## src/rtl/dlt_pkg.sv

```systemverilog
package dlt_pkg;

    localparam int DLT_MAIN_W = 16;
    localparam int DLT_CORR_W = 8;
    localparam int DLT_CLK_NS = 10;

    // Main latch timing
    localparam int DLT_MAIN_SETUP_NS = 140;
    localparam int DLT_MAIN_HOLD_NS = 120;
    localparam int DLT_MAIN_PULSE_NS = 250;
    // Correction latch timing
    localparam int DLT_SEL_SETUP_NS = 200;
    localparam int DLT_SEL_HOLD_NS = 20;
    localparam int DLT_CORR_SETUP_NS = 110;
    localparam int DLT_CORR_PULSE_NS = 100;

    // Least times round up
    localparam int DLT_MAIN_SETUP_CYC =
        (DLT_MAIN_SETUP_NS + DLT_CLK_NS - 1) / DLT_CLK_NS;
    localparam int DLT_MAIN_HOLD_CYC =
        (DLT_MAIN_HOLD_NS + DLT_CLK_NS - 1) / DLT_CLK_NS;
    localparam int DLT_MAIN_PULSE_CYC =
        (DLT_MAIN_PULSE_NS + DLT_CLK_NS - 1) / DLT_CLK_NS;
    localparam int DLT_SEL_SETUP_CYC =
        (DLT_SEL_SETUP_NS + DLT_CLK_NS - 1) / DLT_CLK_NS;
    localparam int DLT_SEL_HOLD_CYC =
        (DLT_SEL_HOLD_NS + DLT_CLK_NS - 1) / DLT_CLK_NS;
    localparam int DLT_CORR_SETUP_CYC =
        (DLT_CORR_SETUP_NS + DLT_CLK_NS - 1) / DLT_CLK_NS;
    localparam int DLT_CORR_PULSE_CYC =
        (DLT_CORR_PULSE_NS + DLT_CLK_NS - 1) / DLT_CLK_NS;

    localparam int DLT_CNT_W = 8;

    // Calibration codes
    localparam logic [15:0] DLT_CODE_UNI_ZERO = 16'h0000;
    localparam logic [15:0] DLT_CODE_BIP_ZERO = 16'h8000;
    localparam logic [15:0] DLT_CODE_FULL = 16'hffff;
    localparam logic [7:0] DLT_TRIM_START = 8'h80;

    // Pin levels; strobe idle and offset select are the reset values
    localparam logic DLT_STROBE_IDLE = 1'b1;
    localparam logic DLT_SEL_OFFSET = 1'b1;
    localparam logic DLT_SEL_GAIN = 1'b0;

    typedef enum logic [3:0] {
        DLT_IDLE = 4'h0,
        DLT_M_SET = 4'h1,
        DLT_M_LOW = 4'h3,
        DLT_M_HOLD = 4'h2,
        DLT_C_SEL = 4'h6,
        DLT_C_LOW = 4'h7,
        DLT_C_WAIT = 4'h5,
        DLT_C_HOLD = 4'h4,
        DLT_NORMAL = 4'hc
    } dlt_state_t;

    typedef enum logic [1:0] {
        DLT_PH_OFFSET = 2'h0,
        DLT_PH_GAIN = 2'h1,
        DLT_PH_WRITE = 2'h2
    } dlt_phase_t;

endpackage : dlt_pkg

```

## src/rtl/dlt_pin_sync.sv

```systemverilog
`timescale 1ns/10ps
module dlt_pin_sync
    import dlt_pkg::*;
#(
    parameter int W = 2
) (
    input wire logic clk,
    input wire logic rst,
    input wire logic ce,
    input wire logic [W-1:0] pin_in,
    output logic [W-1:0] level
);

    logic [W-1:0] s1_reg;
    logic [W-1:0] s2_reg;
    logic [W-1:0] s3_reg;
    logic [W-1:0] level_reg;
    wire [W-1:0] agree = ~(s2_reg ^ s3_reg);
    wire [W-1:0] level_next = (agree & s2_reg) | (~agree & level_reg);

    // Change accepted once stages two and three agree
    always_ff @(posedge clk) begin
        if (rst) begin
            s1_reg <= '0;
            s2_reg <= '0;
            s3_reg <= '0;
            level_reg <= '0;
        end else if (ce) begin
            s1_reg <= pin_in;
            s2_reg <= s1_reg;
            s3_reg <= s2_reg;
            level_reg <= level_next;
        end
    end

    assign level = level_reg;

endmodule : dlt_pin_sync

```

## src/rtl/dlt_ctrl.sv

```systemverilog
`timescale 1ns/10ps
module dlt_ctrl
    import dlt_pkg::*;
(
    input wire logic clk,
    input wire logic rst,
    input wire logic ce,
    input wire logic cal_start,
    input wire logic bipolar,
    input wire logic cmp_high,
    input wire logic cmp_low,
    input wire logic wr_req,
    input wire logic [15:0] wr_data,
    output logic [15:0] main_data,
    output logic main_wr_n,
    output logic [7:0] corr_data,
    output logic corr_wr_n,
    output logic offset_sel,
    output logic busy,
    output logic cal_done,
    output logic [7:0] offset_code,
    output logic [7:0] gain_code
);

    dlt_state_t state_reg, state_next;
    dlt_phase_t phase_reg, phase_next;
    logic [DLT_CNT_W-1:0] cnt_reg, cnt_next;
    logic [15:0] main_data_reg, main_data_next;
    logic main_wr_n_reg, main_wr_n_next;
    logic [7:0] corr_data_reg, corr_data_next;
    logic corr_wr_n_reg, corr_wr_n_next;
    logic offset_sel_reg, offset_sel_next;
    logic busy_reg, busy_next;
    logic cal_done_reg, cal_done_next;
    logic [7:0] offset_code_reg, offset_code_next;
    logic [7:0] gain_code_reg, gain_code_next;
    logic [7:0] step_reg, step_next;
    logic [1:0] cmp_lvl;

    // Comparator from analog world is asynchronous
    dlt_pin_sync #(.W(2)) u_cmp_sync (
        .clk(clk),
        .rst(rst),
        .ce(ce),
        .pin_in({cmp_high, cmp_low}),
        .level(cmp_lvl)
    );

    // Strobe must satisfy both pulse width and data setup
    localparam int DLT_MAIN_LOW_CYC =
        (DLT_MAIN_PULSE_CYC > DLT_MAIN_SETUP_CYC) ? DLT_MAIN_PULSE_CYC
                                                  : DLT_MAIN_SETUP_CYC;

    function automatic logic [DLT_CNT_W-1:0] cyc(input int n);
        cyc = DLT_CNT_W'(n);
    endfunction : cyc

    wire cnt_done = (cnt_reg == '0);
    wire out_high = cmp_lvl[1];
    wire out_low = cmp_lvl[0];
    wire out_ok = ~out_high & ~out_low;
    wire step_last = (step_reg == 8'h00);
    // Unit step repeats once so code zero is reachable
    wire [7:0] step_amt = {1'b0, step_reg[7:1]} | {7'h00, step_reg[0]};
    // Larger code pulls output down, so high output means step up
    wire [7:0] trim_up = corr_data_reg + step_amt;
    wire [7:0] trim_dn = corr_data_reg - step_amt;
    wire [15:0] cal_zero = bipolar ? DLT_CODE_BIP_ZERO
                                   : DLT_CODE_UNI_ZERO;

    always_comb begin
        state_next = state_reg;
        phase_next = phase_reg;
        cnt_next = cnt_done ? cnt_reg : cnt_reg - 1'b1;
        main_data_next = main_data_reg;
        main_wr_n_next = main_wr_n_reg;
        corr_data_next = corr_data_reg;
        corr_wr_n_next = corr_wr_n_reg;
        offset_sel_next = offset_sel_reg;
        busy_next = busy_reg;
        cal_done_next = cal_done_reg;
        offset_code_next = offset_code_reg;
        gain_code_next = gain_code_reg;
        step_next = step_reg;
        case (state_reg)
            DLT_IDLE, DLT_NORMAL: begin
                if (cal_start) begin
                    busy_next = 1'b1;
                    cal_done_next = 1'b0;
                    phase_next = DLT_PH_OFFSET;
                    main_data_next = cal_zero;
                    main_wr_n_next = 1'b0;
                    cnt_next = cyc(DLT_MAIN_LOW_CYC);
                    state_next = DLT_M_LOW;
                end else if (wr_req) begin
                    busy_next = 1'b1;
                    phase_next = DLT_PH_WRITE;
                    main_data_next = wr_data;
                    main_wr_n_next = 1'b0;
                    cnt_next = cyc(DLT_MAIN_LOW_CYC);
                    state_next = DLT_M_LOW;
                end
            end
            DLT_M_LOW: begin
                // Strobe low long enough for pulse and setup
                if (cnt_done) begin
                    main_wr_n_next = 1'b1;
                    cnt_next = cyc(DLT_MAIN_HOLD_CYC);
                    state_next = DLT_M_HOLD;
                end
            end
            DLT_M_HOLD: begin
                if (cnt_done) begin
                    if (phase_reg == DLT_PH_WRITE) begin
                        busy_next = 1'b0;
                        state_next = cal_done_reg ? DLT_NORMAL : DLT_IDLE;
                    end else begin
                        offset_sel_next = (phase_reg == DLT_PH_OFFSET)
                            ? DLT_SEL_OFFSET : DLT_SEL_GAIN;
                        corr_data_next = DLT_TRIM_START;
                        step_next = 8'h80;
                        cnt_next = cyc(DLT_SEL_SETUP_CYC);
                        state_next = DLT_C_SEL;
                    end
                end
            end
            DLT_C_SEL: begin
                if (cnt_done) begin
                    corr_wr_n_next = 1'b0;
                    cnt_next = cyc(DLT_CORR_PULSE_CYC);
                    state_next = DLT_C_LOW;
                end
            end
            DLT_C_LOW: begin
                // Binary search on trim code while latch is open
                if (cnt_done) begin
                    if (out_ok || step_last) begin
                        cnt_next = cyc(DLT_CORR_SETUP_CYC);
                        state_next = DLT_C_WAIT;
                    end else begin
                        corr_data_next = out_high ? trim_up : trim_dn;
                        step_next = {1'b0, step_reg[7:1]};
                        cnt_next = cyc(DLT_CORR_PULSE_CYC);
                    end
                end
            end
            DLT_C_WAIT: begin
                if (cnt_done) begin
                    corr_wr_n_next = 1'b1;
                    cnt_next = cyc(DLT_SEL_HOLD_CYC);
                    state_next = DLT_C_HOLD;
                end
            end
            DLT_C_HOLD: begin
                // Select held past strobe rise
                if (cnt_done) begin
                    if (phase_reg == DLT_PH_OFFSET) begin
                        offset_code_next = corr_data_reg;
                        phase_next = DLT_PH_GAIN;
                        main_data_next = DLT_CODE_FULL;
                        main_wr_n_next = 1'b0;
                        cnt_next = cyc(DLT_MAIN_LOW_CYC);
                        state_next = DLT_M_LOW;
                    end else begin
                        gain_code_next = corr_data_reg;
                        main_wr_n_next = 1'b0;
                        busy_next = 1'b0;
                        cal_done_next = 1'b1;
                        state_next = DLT_NORMAL;
                    end
                end
            end
            default: begin
                state_next = DLT_IDLE;
            end
        endcase
    end

    always_ff @(posedge clk) begin
        if (rst) begin
            state_reg <= DLT_IDLE;
            phase_reg <= DLT_PH_OFFSET;
            cnt_reg <= '0;
            main_data_reg <= '0;
            main_wr_n_reg <= DLT_STROBE_IDLE;
            corr_data_reg <= '0;
            corr_wr_n_reg <= DLT_STROBE_IDLE;
            offset_sel_reg <= DLT_SEL_OFFSET;
            busy_reg <= 1'b0;
            cal_done_reg <= 1'b0;
            offset_code_reg <= '0;
            gain_code_reg <= '0;
            step_reg <= '0;
        end else if (ce) begin
            state_reg <= state_next;
            phase_reg <= phase_next;
            cnt_reg <= cnt_next;
            main_data_reg <= main_data_next;
            main_wr_n_reg <= main_wr_n_next;
            corr_data_reg <= corr_data_next;
            corr_wr_n_reg <= corr_wr_n_next;
            offset_sel_reg <= offset_sel_next;
            busy_reg <= busy_next;
            cal_done_reg <= cal_done_next;
            offset_code_reg <= offset_code_next;
            gain_code_reg <= gain_code_next;
            step_reg <= step_next;
        end
    end

    assign main_data = main_data_reg;
    assign main_wr_n = main_wr_n_reg;
    assign corr_data = corr_data_reg;
    assign corr_wr_n = corr_wr_n_reg;
    assign offset_sel = offset_sel_reg;
    assign busy = busy_reg;
    assign cal_done = cal_done_reg;
    assign offset_code = offset_code_reg;
    assign gain_code = gain_code_reg;

endmodule : dlt_ctrl

```

## config.mk

```make
export PLATFORM = sky130hd
export DESIGN_NAME = dlt_ctrl
export DESIGN_NICKNAME = d
export VERILOG_FILES = /design/src/rtl/dlt_pkg.sv /design/src/rtl/dlt_pin_sync.sv /design/src/rtl/dlt_ctrl.sv
export SDC_FILE = /design/constraint.sdc
export NUM_CORES = 1
export LEC_CHECK = 0
export ABC_CLOCK_PERIOD_IN_PS = 3400
export CAP_MARGIN = 20
export CORE_MARGIN = 2
export CORE_UTILIZATION = 45
export DETAILED_ROUTE_END_ITERATION = 7
export DONT_BUFFER_PORTS = 1
export PLACE_DENSITY_LB_ADDON = 0.3
export SYNTH_ARGS = -nofsm -noshare
export SYNTH_HDL_FRONTEND = slang
export SYNTH_SLANG_ARGS = --single-unit
```

## constraint.sdc

```tcl
create_clock -name clk -period 3.4 [get_ports clk]
set_clock_uncertainty 0.05 [all_clocks]
set_input_delay 0.51 -clock clk [delete_from_list [all_inputs] [get_ports clk]]
set_output_delay 0.51 -clock clk [all_outputs]
set_load 0.05 [all_outputs]
```

==> flow_summary.rst <==
.. list-table::
   :header-rows: 1

   * - Metric
     - Value
   * - Hold Path Cell Cnt
     - 1
   * - Post-CTS Setup Bufs
     - 0
   * - Data required time of the critical path
     - roughly 3.6 ns
   * - Mapped Cells
     - approximately 470
   * - Cell mode on critical path
     - sky130_fd_sc_hd__nor2_1
   * - Time the final worst path needs with I/O delays and setup
     - about 2.7 ns
   * - Main flop type after synthesis
     - sky130_fd_sc_hd__dfxtp_1
   * - CP Buf/Inv Count
     - 1
   * - Register bit total from synthesis
     - 75
   * - Initial DRC count
     - around 300
   * - Full die area
     - 9590 um^2
   * - Number of gates resized after cts
     - 0
   * - Floorplan die height
     - 97.9 um
   * - Total grt overflow
     - 0
   * - Path type of the worst setup path
     - reg -> reg
   * - Num CTS Buffers
     - 9
   * - Fraction of post-synthesis cell area in the top cell type by area
     - 0.378
   * - Clock insertion delay at the later pin of the skew report
     - 0.35 ns
   * - Worst slew pin tran
     - between 0.8 and 0.9 ns
   * - Reported leakage power
     - roughly 1.5 nW
   * - Leading cell types in the layout, fill and taps excluded
     - sky130_fd_sc_hd__nor2_1 (83), sky130_fd_sc_hd__dfxtp_1 (75), sky130_fd_sc_hd__mux2i_1 (24), sky130_fd_sc_hd__a211oi_1 (24), sky130_fd_sc_hd__a21oi_1 (21)
   * - Share of the core filled with cells in the final layout
     - 0.488
   * - End of the worst hold path
     - main_data[0]
   * - Family of cells with the greatest summed delay on the critical path
     - simple AND/OR/NAND/NOR gates
   * - Combined flip-flop and latch cell area
     - ~1500 um^2
   * - Average size of a mapped cell
     - between 8 and 9 um^2
   * - Arrival time of the worst setup path
     - 2.95 ns
   * - Number of enable flip-flop cells after synthesis
     - 0
   * - Post-Route WL
     - a little over 9000 um
   * - Result of the run
     - finished, final reports clean
   * - FF-to-FF End
     - busy
   * - Number of remaining DRC errors
     - 0
   * - DP Wirelength
     - about 6200 um
   * - Mean routed wirelength per cell
     - between 15 and 20 um
   * - Fin crit share
     - 0.800
   * - Area occupied by multi-input gates
     - approximately 2200 um^2
   * - Number of port buffers
     - 0
   * - Detail-routed via count per cell
     - 5.89
   * - Largest register FFs
     - 16
   * - Post-synthesis cell type with the largest combined area
     - sky130_fd_sc_hd__dfxtp_1
   * - Setup repair after global routing missed its margin
     - false
   * - Number of max-capacitance violations reported
     - 0
   * - Net count of the mapped netlist
     - between 500 and 600
   * - Count of pins on the block boundary
     - 69
   * - Depth of the most critical reg-to-reg path
     - 6
   * - Leading cell type in the layout, fill and taps excluded
     - sky130_fd_sc_hd__nor2_1
   * - Setup slack of the critical path after layout
     - just under 0.7 ns
   * - Clk slew on worst S/H paths
     - 0.08 ns
   * - Top achievable clock speed
     - approximately 0.37 GHz
   * - Inst Count DP
     - approximately 550
   * - Pwr Density
     - around 800 nW/um^2
   * - CTS tree
     - yes
   * - Kind of capture point of the worst setup path
     - register
   * - Final net count
     - 487
   * - Final sum of negative setup slack
     - 0 ns
   * - Synthesis warning total
     - 0
   * - Overall routing resource usage
     - 0.198
   * - Num rows
     - 34
   * - Final non-filler cell total
     - 563
   * - First-pass GRT wire length
     - between 15000 and 20000 um
   * - Worst hold start
     - rst
   * - Number of antenna violations at the first check in global routing
     - 0
   * - Number of detailed-routing iterations run before antenna repair
     - 6
   * - Delay of the slowest critical-path stage
     - around 0.66 ns
   * - Startpoint Class
     - register
   * - Number of global-route vias before repair
     - about 3300
   * - Maximum buffer depth of the clock tree
     - 2
   * - R2r setup slk
     - between 0.6 and 0.7 ns
   * - Final weighted congestion in routability-driven placement
     - between 0.9 and 1
   * - Leading cell types by total area after synthesis
     - sky130_fd_sc_hd__dfxtp_1 (38%), sky130_fd_sc_hd__nor2_1 (7.8%), sky130_fd_sc_hd__mux2i_1 (6.1%)
   * - Starting density of the core
     - 0.460
   * - Netlist cell types
     - 60
   * - Final Power
     - 0.00339 W
   * - Number of failing hold endpoints at the final stage
     - 0
   * - Library cell contributing the largest single delay on the critical path
     - sky130_fd_sc_hd__nor2_1
   * - Count of H-tree levels built during CTS
     - 3
   * - Largest vdd supply drop
     - about 0.00046 V
   * - Share of final-layout standard cells stronger than drive strength 1
     - 0.0791
   * - Count of antenna diodes in the layout
     - 0
   * - Final Max Slew Viols
     - 0
   * - Largest net degree at the start of global routing
     - 75
   * - Start of the worst register-to-register path
     - state_reg[0]
   * - Pre-CTS worst setup slack
     - 0.727 ns
   * - Clock tree root driver cell
     - sky130_fd_sc_hd__clkbuf_8
   * - Die Wd
     - approximately 98 um
   * - Setup violation total in the final timing report
     - 0
   * - Async set-or-reset flop fraction in the synthesized netlist
     - 0
   * - Via Count
     - between 3000 and 4000
   * - Cts hold-fix bufs
     - 0
   * - Filler Cells Inserted
     - about 820
   * - Top fanout value on the critical path
     - 22
   * - Placeable core area
     - ~8600 um^2
   * - Slew Limit Headroom
     - 0.424
   * - Synthesized area
     - between 3000 and 4000 um^2
   * - Cells traversed along the worst timing path
     - nor2_1 > nand3_1 > nor2_1 > buf_4 > a21oi_1 > nor2_1
   * - Post-route antenna net violation count
     - 0
   * - Number of sinks handled by clock tree synthesis
     - 75
   * - Sequential-to-total area share from yosys stat
     - 0.378
   * - Signed area change from the synthesized netlist to the final layout
     - 6.27%
   * - Type of the tightest min-delay check
     - in -> reg
-- cell families (layout without fill, tap and decap cells) --
group,Yosys count,count (layout),share of synthesized area
flip-flops,75,75,0.378
AND/OR/NAND/NOR,164,164,0.209
AO/OA/AOI/OAI,123,123,0.219
XOR/XNOR,14,14,0.0309
buffers and inverters,52,42,0.0593
multiplexers,25,25,0.0634
adder cells (fa/ha/maj),12,12,0.0397
-- synth_stat cells, drive strengths merged, types with 2 or more instances --
| library cell | instances |
|---|---|
| o2111ai | 3 |
| a31oi | 4 |
| nand3 | 6 |
| o31ai | 4 |
| a211oi | 25 |
| o21a | 4 |
| inv | 17 |
| xor2 | 7 |
| nor2b | 6 |
| dfxtp | 75 |
| clkbuf | 24 |
| o311ai | 2 |
| nor4 | 6 |
| a41oi | 3 |
| nand3b | 3 |
| nand2 | 18 |
| nor3 | 10 |
| or3 | 2 |
| o22ai | 3 |
| buf | 10 |
| o211ai | 3 |
| o21ai | 15 |
| a21boi | 2 |
| nor3b | 2 |
| a21o | 5 |
| mux2i | 24 |
| ha | 11 |
| nand4 | 2 |
| or4b | 2 |
| a21oi | 21 |
| nand2b | 18 |
| o41ai | 2 |
| o21bai | 4 |
| a22oi | 13 |
| a2bb2oi | 2 |
| or2 | 3 |
| xnor2 | 7 |
| nor2 | 83 |
-- through the flow --
| step | instance area (um^2) | hold WS (ns) |
|---|---|---|
| floorplan | 3970 | 0.394 |
| global placement | 4000 | 0.407 |
| detailed placement | 4000 | 0.415 |
| CTS | 4220 | 0.157 |
| global route | 4220 | 0.158 |
| finish | 4220 | 0.177 |
-- how the worst max path moves through the flow --
stage	start	end	slack, ns	cells after the start
floorplan	step_reg[0]	corr_data[7]	0.92	9
global placement	state_reg[0]	busy	0.79	6
detailed placement	state_reg[0]	main_data[2]	0.73	5
CTS	state_reg[0]	main_data[2]	0.71	5
global route	state_reg[0]	main_data[11]	0.43	5
finish	state_reg[0]	busy	0.68	6
-- per-layer routing --
layer	GRT usage	up-vias	wire (um)
met4	0.0887	0	239
li1	-	1633	-
met3	0.0494	20	684
met2	0.306	124	4180
met5	0	-	0
met1	0.261	1539	3990
-- power breakdown --
part / internal (W) / switching (W)
combinational: 0.000450 / 0.000664
sequential: 0.00103 / 0.000506
clock: 0.000412 / 0.000336
-- cell type report --
cell class                      count  share of cell area
Timing Repair Buffer                9              0.0160
Sequential cell                    75               0.356
Multi-Input combinational cell    338               0.529
Clock buffer                        9              0.0294
Clock inverter                      6              0.0214
Inverter                           18              0.0160
Tap cell                          108              0.0320
Power figures use the tool's default switching activity.
